File: src/pin_strap_regs.svh
// Register offsets, field positions, reset values and timing for the strap loader
`ifndef PIN_STRAP_REGS_SVH
`define PIN_STRAP_REGS_SVH

// Byte offsets on the register bus
`define HS_MODE_OFS 8'h00
`define AUX_MODE_OFS 8'h04
`define RX_SET_OFS 8'h08
`define TERM_PULSE1_OFS 8'h0C
`define TERM_PULSE2_OFS 8'h10
`define RX_EQ1_OFS 8'h14
`define RX_EQ2_OFS 8'h18
`define TX_SET_OFS 8'h1C
`define CTRL_STATUS_OFS 8'h20

// Field positions in the mode registers
`define MODE_ENABLE_BIT 6
`define MODE_SEL_HI 5
`define MODE_SEL_LO 4
`define SRC_SEL_HI 1
`define SRC_SEL_LO 0

// Field positions in the transmitter register
`define TX_EMPH_HI 3
`define TX_EMPH_LO 2
`define TX_BACKTERM_BIT 1
`define TX_CURRENT_BIT 0

// Field positions in the control status register
`define STATUS_STRAP_BIT 0

// Fixed codes
`define QUAD_MODE_CODE 2'h0
`define EQ_HIGH_BYTE 8'hFF
`define EQ_LOW_BYTE 8'h00

// Reset values
`define HS_MODE_RST 8'h00
`define AUX_MODE_RST 8'h40
`define RX_SET_RST 8'h01
`define TERM_PULSE_RST 8'h00
`define RX_EQ_RST 8'h00
`define TX_SET_RST 8'h00

// Synchroniser depth for strap pins
`define SYNC_STAGES 2

`endif

File: src/pin_strap_pkg.sv
// Types shared by the strap configuration loader
`default_nettype none
package pin_strap_pkg;

	// Two-bit source pick: A, B, C, D
	typedef logic [1:0] src_sel_t;

	// Eight-bit configuration register
	typedef logic [7:0] cfg_byte_t;

	// Who governs the configuration
	typedef enum logic {
		strap_ctrl,
		serial_ctrl
	} ctrl_mode_e;

endpackage : pin_strap_pkg
`default_nettype wire

File: src/strap_bus_if.sv
// Synchronised strap levels passed from the synchroniser to the loader
`timescale 1ns/100ps
`default_nettype none
interface strap_bus_if;
	logic hs_power;
	logic [1:0] source_pick;
	logic input_boost;
	logic [1:0] output_emphasis;
	logic output_backterm;
	logic drive_current;

	// Synchroniser drives the levels
	modport src (
		output hs_power,
		output source_pick,
		output input_boost,
		output output_emphasis,
		output output_backterm,
		output drive_current
	);

	// Loader reads the levels
	modport dst (
		input hs_power,
		input source_pick,
		input input_boost,
		input output_emphasis,
		input output_backterm,
		input drive_current
	);
endinterface : strap_bus_if
`default_nettype wire

File: src/strap_sync.sv
// Two-stage synchroniser for the static strap pins
`timescale 1ns/100ps
`default_nettype none
`include "pin_strap_regs.svh"
module strap_sync (
	input wire logic clk_i,
	input wire logic rst_i,
	input wire logic hs_channel_power_strap_i,
	input wire logic [1:0] source_pick_strap_i,
	input wire logic input_boost_strap_i,
	input wire logic [1:0] output_emphasis_strap_i,
	input wire logic output_backterm_strap_i,
	input wire logic drive_current_strap_i,
	strap_bus_if.src straps
);
	import pin_strap_pkg::*;

	localparam int W = 8;

	logic [W-1:0] pins;
	logic [W-1:0] stage1;
	logic [W-1:0] stage2;

	// Gather the pins into one word
	assign pins = {hs_channel_power_strap_i, source_pick_strap_i, input_boost_strap_i,
		output_emphasis_strap_i, output_backterm_strap_i, drive_current_strap_i};

	// First stage feeds only the second
	always_ff @(posedge clk_i) begin
		if (rst_i) begin
			stage1 <= 8'h00;
			stage2 <= 8'h00;
		end else begin
			stage1 <= pins;
			stage2 <= stage1;
		end
	end

	// Hand the settled levels on
	assign straps.hs_power = stage2[7];
	assign straps.source_pick = stage2[6:5];
	assign straps.input_boost = stage2[4];
	assign straps.output_emphasis = stage2[3:2];
	assign straps.output_backterm = stage2[1];
	assign straps.drive_current = stage2[0];

endmodule : strap_sync
`default_nettype wire

File: src/pin_strap_switch_config.sv
// Strap-pin configuration loader for the four-input link switch
//
// Operation
// - Power strap low forces standby, high enables
// - Source strap routes whole lane group
// - Auxiliary switch enabled, quad mode, under straps
// - Source strap also picks auxiliary source
// - Input terminations held on under straps
// - Termination pulsing on switch held off
// - One boost strap: 6 or 12 dB
// - Emphasis strap: 0, 2, 4, 6 dB
// - Backterm strap switches all output terminations
// - Current strap picks 10 or 20 mA
// - Straps govern until first configuration register access (status and unmapped offsets do not end it)
// - High-speed mode fixed quad under straps
// - Output lane takes same input lane
`timescale 1ns/100ps
`default_nettype none
`include "pin_strap_regs.svh"
module pin_strap_switch_config (
	input wire logic clk_i,
	input wire logic rst_i,
	input wire logic hs_channel_power_strap_i,
	input wire logic [1:0] source_pick_strap_i,
	input wire logic input_boost_strap_i,
	input wire logic [1:0] output_emphasis_strap_i,
	input wire logic output_backterm_strap_i,
	input wire logic drive_current_strap_i,
	input wire logic wb_cyc_i,
	input wire logic wb_stb_i,
	input wire logic wb_we_i,
	input wire logic [7:0] wb_adr_i,
	input wire logic [3:0] wb_sel_i,
	input wire logic [31:0] wb_dat_i,
	output logic [31:0] wb_dat_o,
	output logic wb_ack_o,
	output logic hs_enable_o,
	output logic hs_standby_o,
	output logic [1:0] hs_mode_o,
	output pin_strap_pkg::src_sel_t hs_source_o,
	output logic [7:0] hs_lane_sel_o,
	output logic aux_enable_o,
	output logic [1:0] aux_mode_o,
	output pin_strap_pkg::src_sel_t aux_source_o,
	output logic input_term_o,
	output logic [15:0] term_pulse_o,
	output logic [15:0] input_eq_o,
	output logic [1:0] output_emphasis_o,
	output logic output_backterm_o,
	output logic drive_current_o,
	output logic strap_active_o
);
	import pin_strap_pkg::*;

	strap_bus_if straps ();

	ctrl_mode_e mode;
	ctrl_mode_e next_mode;
	cfg_byte_t hs_mode;
	cfg_byte_t aux_mode;
	cfg_byte_t rx_set;
	cfg_byte_t term_pulse1;
	cfg_byte_t term_pulse2;
	cfg_byte_t rx_eq1;
	cfg_byte_t rx_eq2;
	cfg_byte_t tx_set;
	cfg_byte_t next_hs_mode;
	cfg_byte_t next_aux_mode;
	cfg_byte_t next_rx_set;
	cfg_byte_t next_term_pulse1;
	cfg_byte_t next_term_pulse2;
	cfg_byte_t next_rx_eq1;
	cfg_byte_t next_rx_eq2;
	cfg_byte_t next_tx_set;
	cfg_byte_t strap_hs_mode;
	cfg_byte_t strap_aux_mode;
	cfg_byte_t strap_eq;
	cfg_byte_t strap_tx_set;
	cfg_byte_t wr_byte;
	logic [31:0] next_rdata;
	logic req;
	logic wr_en;
	logic cfg_hit;
	logic hit_hs;
	logic hit_aux;
	logic hit_rx;
	logic hit_tp1;
	logic hit_tp2;
	logic hit_eq1;
	logic hit_eq2;
	logic hit_tx;
	logic hit_status;
	logic strap_now;

	// Pin synchroniser
	strap_sync u_sync (
		.clk_i(clk_i),
		.rst_i(rst_i),
		.hs_channel_power_strap_i(hs_channel_power_strap_i),
		.source_pick_strap_i(source_pick_strap_i),
		.input_boost_strap_i(input_boost_strap_i),
		.output_emphasis_strap_i(output_emphasis_strap_i),
		.output_backterm_strap_i(output_backterm_strap_i),
		.drive_current_strap_i(drive_current_strap_i),
		.straps(straps)
	);

	// Builds a mode register byte
	function automatic cfg_byte_t mode_byte(input logic en, input logic [1:0] sel,
		input src_sel_t src);
		cfg_byte_t b;
		b = 8'h00;
		b[`MODE_ENABLE_BIT] = en;
		b[`MODE_SEL_HI:`MODE_SEL_LO] = sel;
		b[`SRC_SEL_HI:`SRC_SEL_LO] = src;
		return b;
	endfunction : mode_byte

	// Address match on word boundary
	function automatic logic addr_is(input logic [7:0] adr, input logic [7:0] ofs);
		return {adr[7:2], 2'b00} == ofs;
	endfunction : addr_is

	// Bus request decode
	assign req = wb_cyc_i & wb_stb_i & ~wb_ack_o;
	assign wr_en = req & wb_we_i & wb_sel_i[0];
	assign wr_byte = wb_dat_i[7:0];
	assign hit_hs = addr_is(wb_adr_i, `HS_MODE_OFS);
	assign hit_aux = addr_is(wb_adr_i, `AUX_MODE_OFS);
	assign hit_rx = addr_is(wb_adr_i, `RX_SET_OFS);
	assign hit_tp1 = addr_is(wb_adr_i, `TERM_PULSE1_OFS);
	assign hit_tp2 = addr_is(wb_adr_i, `TERM_PULSE2_OFS);
	assign hit_eq1 = addr_is(wb_adr_i, `RX_EQ1_OFS);
	assign hit_eq2 = addr_is(wb_adr_i, `RX_EQ2_OFS);
	assign hit_tx = addr_is(wb_adr_i, `TX_SET_OFS);
	assign hit_status = addr_is(wb_adr_i, `CTRL_STATUS_OFS);
	assign cfg_hit = hit_hs | hit_aux | hit_rx | hit_tp1 | hit_tp2 | hit_eq1 | hit_eq2 | hit_tx;

	always_comb begin
		next_mode = mode;
		case (mode)
			strap_ctrl: begin
				if (req && cfg_hit) begin
					next_mode = serial_ctrl;
				end
			end
			serial_ctrl: begin
				next_mode = serial_ctrl;
			end
			default: begin
				next_mode = strap_ctrl;
			end
		endcase
	end

	assign strap_now = (mode == strap_ctrl) && !(req && cfg_hit);

	assign strap_hs_mode = mode_byte(straps.hs_power, `QUAD_MODE_CODE, straps.source_pick);
	assign strap_aux_mode = mode_byte(1'b1, `QUAD_MODE_CODE, straps.source_pick);
	// one boost level for all inputs
	assign strap_eq = straps.input_boost ? `EQ_HIGH_BYTE : `EQ_LOW_BYTE;
	assign strap_tx_set = {4'h0, straps.output_emphasis, straps.output_backterm,
		straps.drive_current};

	assign next_hs_mode = strap_now ? strap_hs_mode : ((wr_en && hit_hs) ? wr_byte : hs_mode);
	assign next_aux_mode = strap_now ? strap_aux_mode :
		((wr_en && hit_aux) ? wr_byte : aux_mode);
	assign next_rx_set = strap_now ? `RX_SET_RST : ((wr_en && hit_rx) ? wr_byte : rx_set);
	assign next_term_pulse1 = strap_now ? `TERM_PULSE_RST :
		((wr_en && hit_tp1) ? wr_byte : term_pulse1);
	assign next_term_pulse2 = strap_now ? `TERM_PULSE_RST :
		((wr_en && hit_tp2) ? wr_byte : term_pulse2);
	assign next_rx_eq1 = strap_now ? strap_eq : ((wr_en && hit_eq1) ? wr_byte : rx_eq1);
	assign next_rx_eq2 = strap_now ? strap_eq : ((wr_en && hit_eq2) ? wr_byte : rx_eq2);
	assign next_tx_set = strap_now ? strap_tx_set : ((wr_en && hit_tx) ? wr_byte : tx_set);

	// Read data selection, unmapped reads as zero
	assign next_rdata = hit_hs ? {24'h00_0000, hs_mode} :
		hit_aux ? {24'h00_0000, aux_mode} :
		hit_rx ? {24'h00_0000, rx_set} :
		hit_tp1 ? {24'h00_0000, term_pulse1} :
		hit_tp2 ? {24'h00_0000, term_pulse2} :
		hit_eq1 ? {24'h00_0000, rx_eq1} :
		hit_eq2 ? {24'h00_0000, rx_eq2} :
		hit_tx ? {24'h00_0000, tx_set} :
		hit_status ? {31'h0000_0000, mode == strap_ctrl} :
		32'h0000_0000;

	// Configuration registers
	always_ff @(posedge clk_i) begin
		if (rst_i) begin
			mode <= strap_ctrl;
			hs_mode <= `HS_MODE_RST;
			aux_mode <= `AUX_MODE_RST;
			rx_set <= `RX_SET_RST;
			term_pulse1 <= `TERM_PULSE_RST;
			term_pulse2 <= `TERM_PULSE_RST;
			rx_eq1 <= `RX_EQ_RST;
			rx_eq2 <= `RX_EQ_RST;
			tx_set <= `TX_SET_RST;
		end else begin
			mode <= next_mode;
			hs_mode <= next_hs_mode;
			aux_mode <= next_aux_mode;
			rx_set <= next_rx_set;
			term_pulse1 <= next_term_pulse1;
			term_pulse2 <= next_term_pulse2;
			rx_eq1 <= next_rx_eq1;
			rx_eq2 <= next_rx_eq2;
			tx_set <= next_tx_set;
		end
	end

	// Bus answer, one cycle after request
	always_ff @(posedge clk_i) begin
		if (rst_i) begin
			wb_ack_o <= 1'b0;
			wb_dat_o <= 32'h0000_0000;
		end else begin
			wb_ack_o <= req;
			wb_dat_o <= req ? next_rdata : 32'h0000_0000;
		end
	end

	// Output flops from the next values
	always_ff @(posedge clk_i) begin
		if (rst_i) begin
			hs_enable_o <= 1'b0;
			hs_standby_o <= 1'b1;
			hs_mode_o <= 2'h0;
			hs_source_o <= 2'h0;
			hs_lane_sel_o <= 8'h00;
			aux_enable_o <= 1'b1;
			aux_mode_o <= 2'h0;
			aux_source_o <= 2'h0;
			input_term_o <= 1'b1;
			term_pulse_o <= 16'h0000;
			input_eq_o <= 16'h0000;
			output_emphasis_o <= 2'h0;
			output_backterm_o <= 1'b0;
			drive_current_o <= 1'b0;
			strap_active_o <= 1'b1;
		end else begin
			hs_enable_o <= next_hs_mode[`MODE_ENABLE_BIT];
			hs_standby_o <= ~next_hs_mode[`MODE_ENABLE_BIT];
			hs_mode_o <= next_hs_mode[`MODE_SEL_HI:`MODE_SEL_LO];
			hs_source_o <= next_hs_mode[`SRC_SEL_HI:`SRC_SEL_LO];
			// every lane draws the same source index
			hs_lane_sel_o <= {4{next_hs_mode[`SRC_SEL_HI:`SRC_SEL_LO]}};
			aux_enable_o <= next_aux_mode[`MODE_ENABLE_BIT];
			aux_mode_o <= next_aux_mode[`MODE_SEL_HI:`MODE_SEL_LO];
			aux_source_o <= next_aux_mode[`SRC_SEL_HI:`SRC_SEL_LO];
			input_term_o <= next_rx_set[0];
			term_pulse_o <= {next_term_pulse2, next_term_pulse1};
			input_eq_o <= {next_rx_eq2, next_rx_eq1};
			output_emphasis_o <= next_tx_set[`TX_EMPH_HI:`TX_EMPH_LO];
			output_backterm_o <= next_tx_set[`TX_BACKTERM_BIT];
			drive_current_o <= next_tx_set[`TX_CURRENT_BIT];
			strap_active_o <= (next_mode == strap_ctrl);
		end
	end

endmodule : pin_strap_switch_config
`default_nettype wire

File: config.mk
export PLATFORM = sky130hd
export DESIGN_NAME = pin_strap_switch_config
export DESIGN_NICKNAME = d
export VERILOG_FILES = /design/src/pin_strap_pkg.sv /design/src/strap_bus_if.sv /design/src/strap_sync.sv /design/src/pin_strap_switch_config.sv
export VERILOG_INCLUDE_DIRS = /design/src
export SDC_FILE = /design/constraint.sdc
export NUM_CORES = 1
export LEC_CHECK = 0
export ABC_CLOCK_PERIOD_IN_PS = 2800
export BUFFER_PORTS_ARGS = -buffer_cell sky130_fd_sc_hd__buf_4
export CORE_MARGIN = 3
export CORE_UTILIZATION = 50
export DETAILED_ROUTE_END_ITERATION = 10
export HOLD_SLACK_MARGIN = 0.1
export PLACE_DENSITY = 0.79
export SLEW_MARGIN = 5
export SYNTH_ARGS = -nofsm -noshare
export SYNTH_HDL_FRONTEND = slang
export SYNTH_HIERARCHICAL = 1
export SYNTH_SLANG_ARGS = --single-unit
File: constraint.sdc
create_clock -name clk_i -period 2.8 [get_ports clk_i]
set_clock_uncertainty 0.05 [all_clocks]
set_input_delay 0.56 -clock clk_i [delete_from_list [all_inputs] [get_ports clk_i]]
set_output_delay 0.56 -clock clk_i [all_outputs]
set_load 0.01 [all_outputs]
==> reports/results.tsv <==
metric	value	unit
Tightest Hold Check Type	input pin to flip-flop	
count of endpoints failing hold in the final timing report	0	
worst IR drop on VDD	0.330	mV
synthesized netlist cell count	453	
launching element of the worst setup path	wb_adr_i[5]	
total track usage	0.213	
Highest Clock Rate	0.510	GHz
net switching component of the power	0.614	mW
Worst setup endpoint	tx_set[0]	
worst-path maximum fanout	8	
clock-pin slew on the worst setup and hold paths	0.08	ns
cell total after placement	610	
clock tree from TritonCTS	built	
total standard cell area after synthesis	4360	um2
kind of start point of the critical path	input pin	
detailed-routing iteration count for the pre-antenna-repair pass	4	
clock sinks	92	
grt peak-use layer	met2	
result of the run	finished clean	
IO Pins	147	
number of buffer and inverter stages on the critical path	1	
required time of the critical path	3.02	ns
slew at the pin closest to its max-slew limit	0.530	ns
Max Cap Violations	0	
kind of end point of the critical path	flip-flop	
number of storage elements in the synthesis netlist	92	
number of global-route vias before repair	3260	
average cell area after synthesis	9.62	um2
sum of overflow across all layers after global routing	0	
Pint	1.79	mW
final setup violating endpoints	0	
H-tree Lvls	3	
post-CTS setup buffer count	0	
startpoint of the worst-slack reg-to-reg timing path	wb_ack_o	
switching share of power	0.255	
Post-synth top flop	sky130_fd_sc_hd__dfxtp_1	
distinct cell type count after synthesis	56	
proportion of layout cells with a drive suffix above 1	0.290	
minimum clock period after layout	1.96	ns
Critical Path AT	2.19	ns
Yosys Warn Count	6	
average detailed-routed wire length per instance	16.8	um
power density of the placed cells	475	nW/um2
capturing point of the worst reg2reg path	aux_mode[6]	
starting density of the core	0.523	
Layout Area Growth over Synthesis	16.2	%
number of placement rows	33	
number of design rule violations left after detail routing	0	
final antenna-violating net count	0	
EDFF count, synth	0	
Reg2Reg Setup Slack	0.85	ns
Clk network pwr share	0.335	
layout net count	573	
cts bufs inserted	9	
remaining max-slew budget at the tightest pin	0.646	
die span in y	99.4	um
clock tree root buffer cell	sky130_fd_sc_hd__clkbuf_8	
post-route standard cell area excluding fillers	5060	um2
highest-count cells in the layout ignoring fill and taps	sky130_fd_sc_hd__buf_4, sky130_fd_sc_hd__dfxtp_1, sky130_fd_sc_hd__mux2i_1	
RSZ-0062 raised after global routing	false	
Final TNS setup	0	ns
Crit path depth	5	
drt initial violations	184	
count of cells along the worst register-to-register path	6	
portion of total power attributed to combinational logic	0.102	
number of gates given a new drive strength after cts	0	
Total Routed Length	10500	um
sequential-to-total area share from yosys stat	0.423	
die area	9870	um2
crit path cell chain	buf_4, nor4b_4, nand4_2, mux2i_1, a211oi_1	
Crit path largest cell delay	0.49	ns
met3 Resource Use GR	0.0428	
diode insertion count for antenna repair	0	
DPL Wire Length	7410	um
core footprint	8340	um2
leakage	2.20	nW
Die X	99.4	um
routability cong.	0.866	
overall via count from detail_route	3416	
initial antenna violation count	0	
share of total power in sequential cells	0.563	
met2 track demand over resource	0.357	
CP max stage cell	sky130_fd_sc_hd__nor4b_4	
maximum clock insertion buffer count	2	
asr flop ratio synth	0	
Power Total	2.41	mW
wire length of the first global-routing pass	16600	um
instance area at placement	4890	um2
GR Layer Usage met1	0.265	
Layout Cells excl Fill	626	
number of pins with negative max-slew slack in the final report	0	
maximum number of pins on one net before global-route repair	41	
most common cell after layout, fill and taps aside	sky130_fd_sc_hd__buf_4	
number of hold buffers added after cts	0	
CP top delay family	simple AND/OR/NAND/NOR gates	
type of the worst setup path	input pin to flip-flop	
ratio of final minimum period to clock period	0.701	
Vias per Instance	5.46	
IO buf count	93	
insertion delay of the later-clocked pin in the worst-skew pair	0.36	ns
## cell families after synthesis
| kind of cell | share of synthesized area |
|---|---|
| other cells | 0.000861 |
| compound gates | 0.101 |
| simple gates | 0.189 |
| mux | 0.170 |
| buf+inv | 0.117 |
| flops | 0.423 |
## per-stage QoR
| stage | hold slack [ns] | util | setup slack (ns) |
|---|---|---|---|
| after global routing | 0.356 | 0.607 | 0.659 |
| after floorplan | 0.365 | - | 0.819 |
| final | 0.354 | 0.607 | 0.839 |
| after CTS | 0.350 | 0.607 | 0.851 |
| after detailed placement | 0.374 | 0.586 | 0.516 |
| after global placement | 0.369 | 0.586 | 0.535 |
## worst min-delay path by stage
| stage | to | start | depth (start not counted) |
|---|---|---|---|
| after floorplan | u_sync/stage2[3] | u_sync/stage1[3] | 1 |
| after global placement | u_sync/stage2[3] | u_sync/stage1[3] | 1 |
| after detailed placement | u_sync/stage2[3] | u_sync/stage1[3] | 1 |
| after CTS | u_sync/stage1[3] | output_emphasis_strap_i[1] | 2 |
| after global routing | u_sync/stage1[1] | output_backterm_strap_i | 2 |
| final | u_sync/stage1[3] | output_emphasis_strap_i[1] | 2 |
## final cells by class
class | instances | area, um2
Fill cell | 731 | 3280
Multi-Input combinational cell | 304 | 2090
Sequential cell | 92 | 1840
Timing Repair Buffer | 107 | 816
Clock buffer | 13 | 149
Tap cell | 105 | 131
Clock inverter | 3 | 22.5
Inverter | 2 | 7.51
## power groups by stage
| stage | Clock, mW | Sequential (mW) | Combinational, mW |
|---|---|---|---|
| 6_report | 0.805 | 1.35 | 0.246 |
| 5_1_grt | 0.858 | 1.36 | 0.267 |
| 2_1_floorplan | 0 | 1.39 | 0.179 |
| 3_3_place_gp | 0 | 1.38 | 0.239 |
| 3_5_place_dp | 0 | 1.38 | 0.244 |
| 4_1_cts | 0.814 | 1.35 | 0.245 |
## cell usage after synthesis (3+ instances only)
cell type / n / area (um2)
sky130_fd_sc_hd__clkbuf_1: 15 / 56.3
sky130_fd_sc_hd__a31oi_1: 3 / 18.8
sky130_fd_sc_hd__nor2_1: 43 / 161
sky130_fd_sc_hd__and3b_1: 3 / 26.3
sky130_fd_sc_hd__a211oi_1: 5 / 37.5
sky130_fd_sc_hd__nor3_1: 4 / 20.0
sky130_fd_sc_hd__buf_4: 45 / 338
sky130_fd_sc_hd__buf_6: 3 / 33.8
sky130_fd_sc_hd__nand2b_1: 5 / 31.3
sky130_fd_sc_hd__o21ai_0: 7 / 35.0
sky130_fd_sc_hd__dfxtp_1: 92 / 1840
sky130_fd_sc_hd__nor2b_1: 10 / 62.6
sky130_fd_sc_hd__a21oi_1: 30 / 150
sky130_fd_sc_hd__a22o_1: 3 / 26.3
sky130_fd_sc_hd__nor2b_2: 7 / 61.3
sky130_fd_sc_hd__mux2_2: 7 / 78.8
sky130_fd_sc_hd__nand3_1: 4 / 20.0
sky130_fd_sc_hd__and2b_2: 6 / 52.6
sky130_fd_sc_hd__nand4b_1: 3 / 26.3
sky130_fd_sc_hd__nand3b_1: 4 / 30.0
sky130_fd_sc_hd__mux2i_1: 64 / 641
sky130_fd_sc_hd__nand2_1: 26 / 97.6
sky130_fd_sc_hd__and4_1: 5 / 43.8
sky130_fd_sc_hd__buf_2: 13 / 65.1
sky130_fd_sc_hd__nand4_2: 3 / 37.5
sky130_fd_sc_hd__nand4_1: 3 / 18.8
## registers in the layout (all words and copies together), names as in the netlist
register and count:
aux_mode 8, hs_mode 8, hs_standby_o 1, input_eq_o 1
mode 1, rx_eq1 7, rx_eq2 8, rx_set 8
strap_active_o 1, term_pulse1 7, term_pulse2 8, term_pulse_o 1
tx_set 8, u_sync/stage1 8, u_sync/stage2 8, wb_ack_o 1
wb_dat_o 8
## routing by layer
metal | part of all wire | vias up
li1 | - | 1636
met1 | 0.40 | 1622
met2 | 0.50 | 143
met3 | 0.074 | 15
met4 | 0.020 | 0
met5 | 0 | -
(Power assumes the default switching activity.)
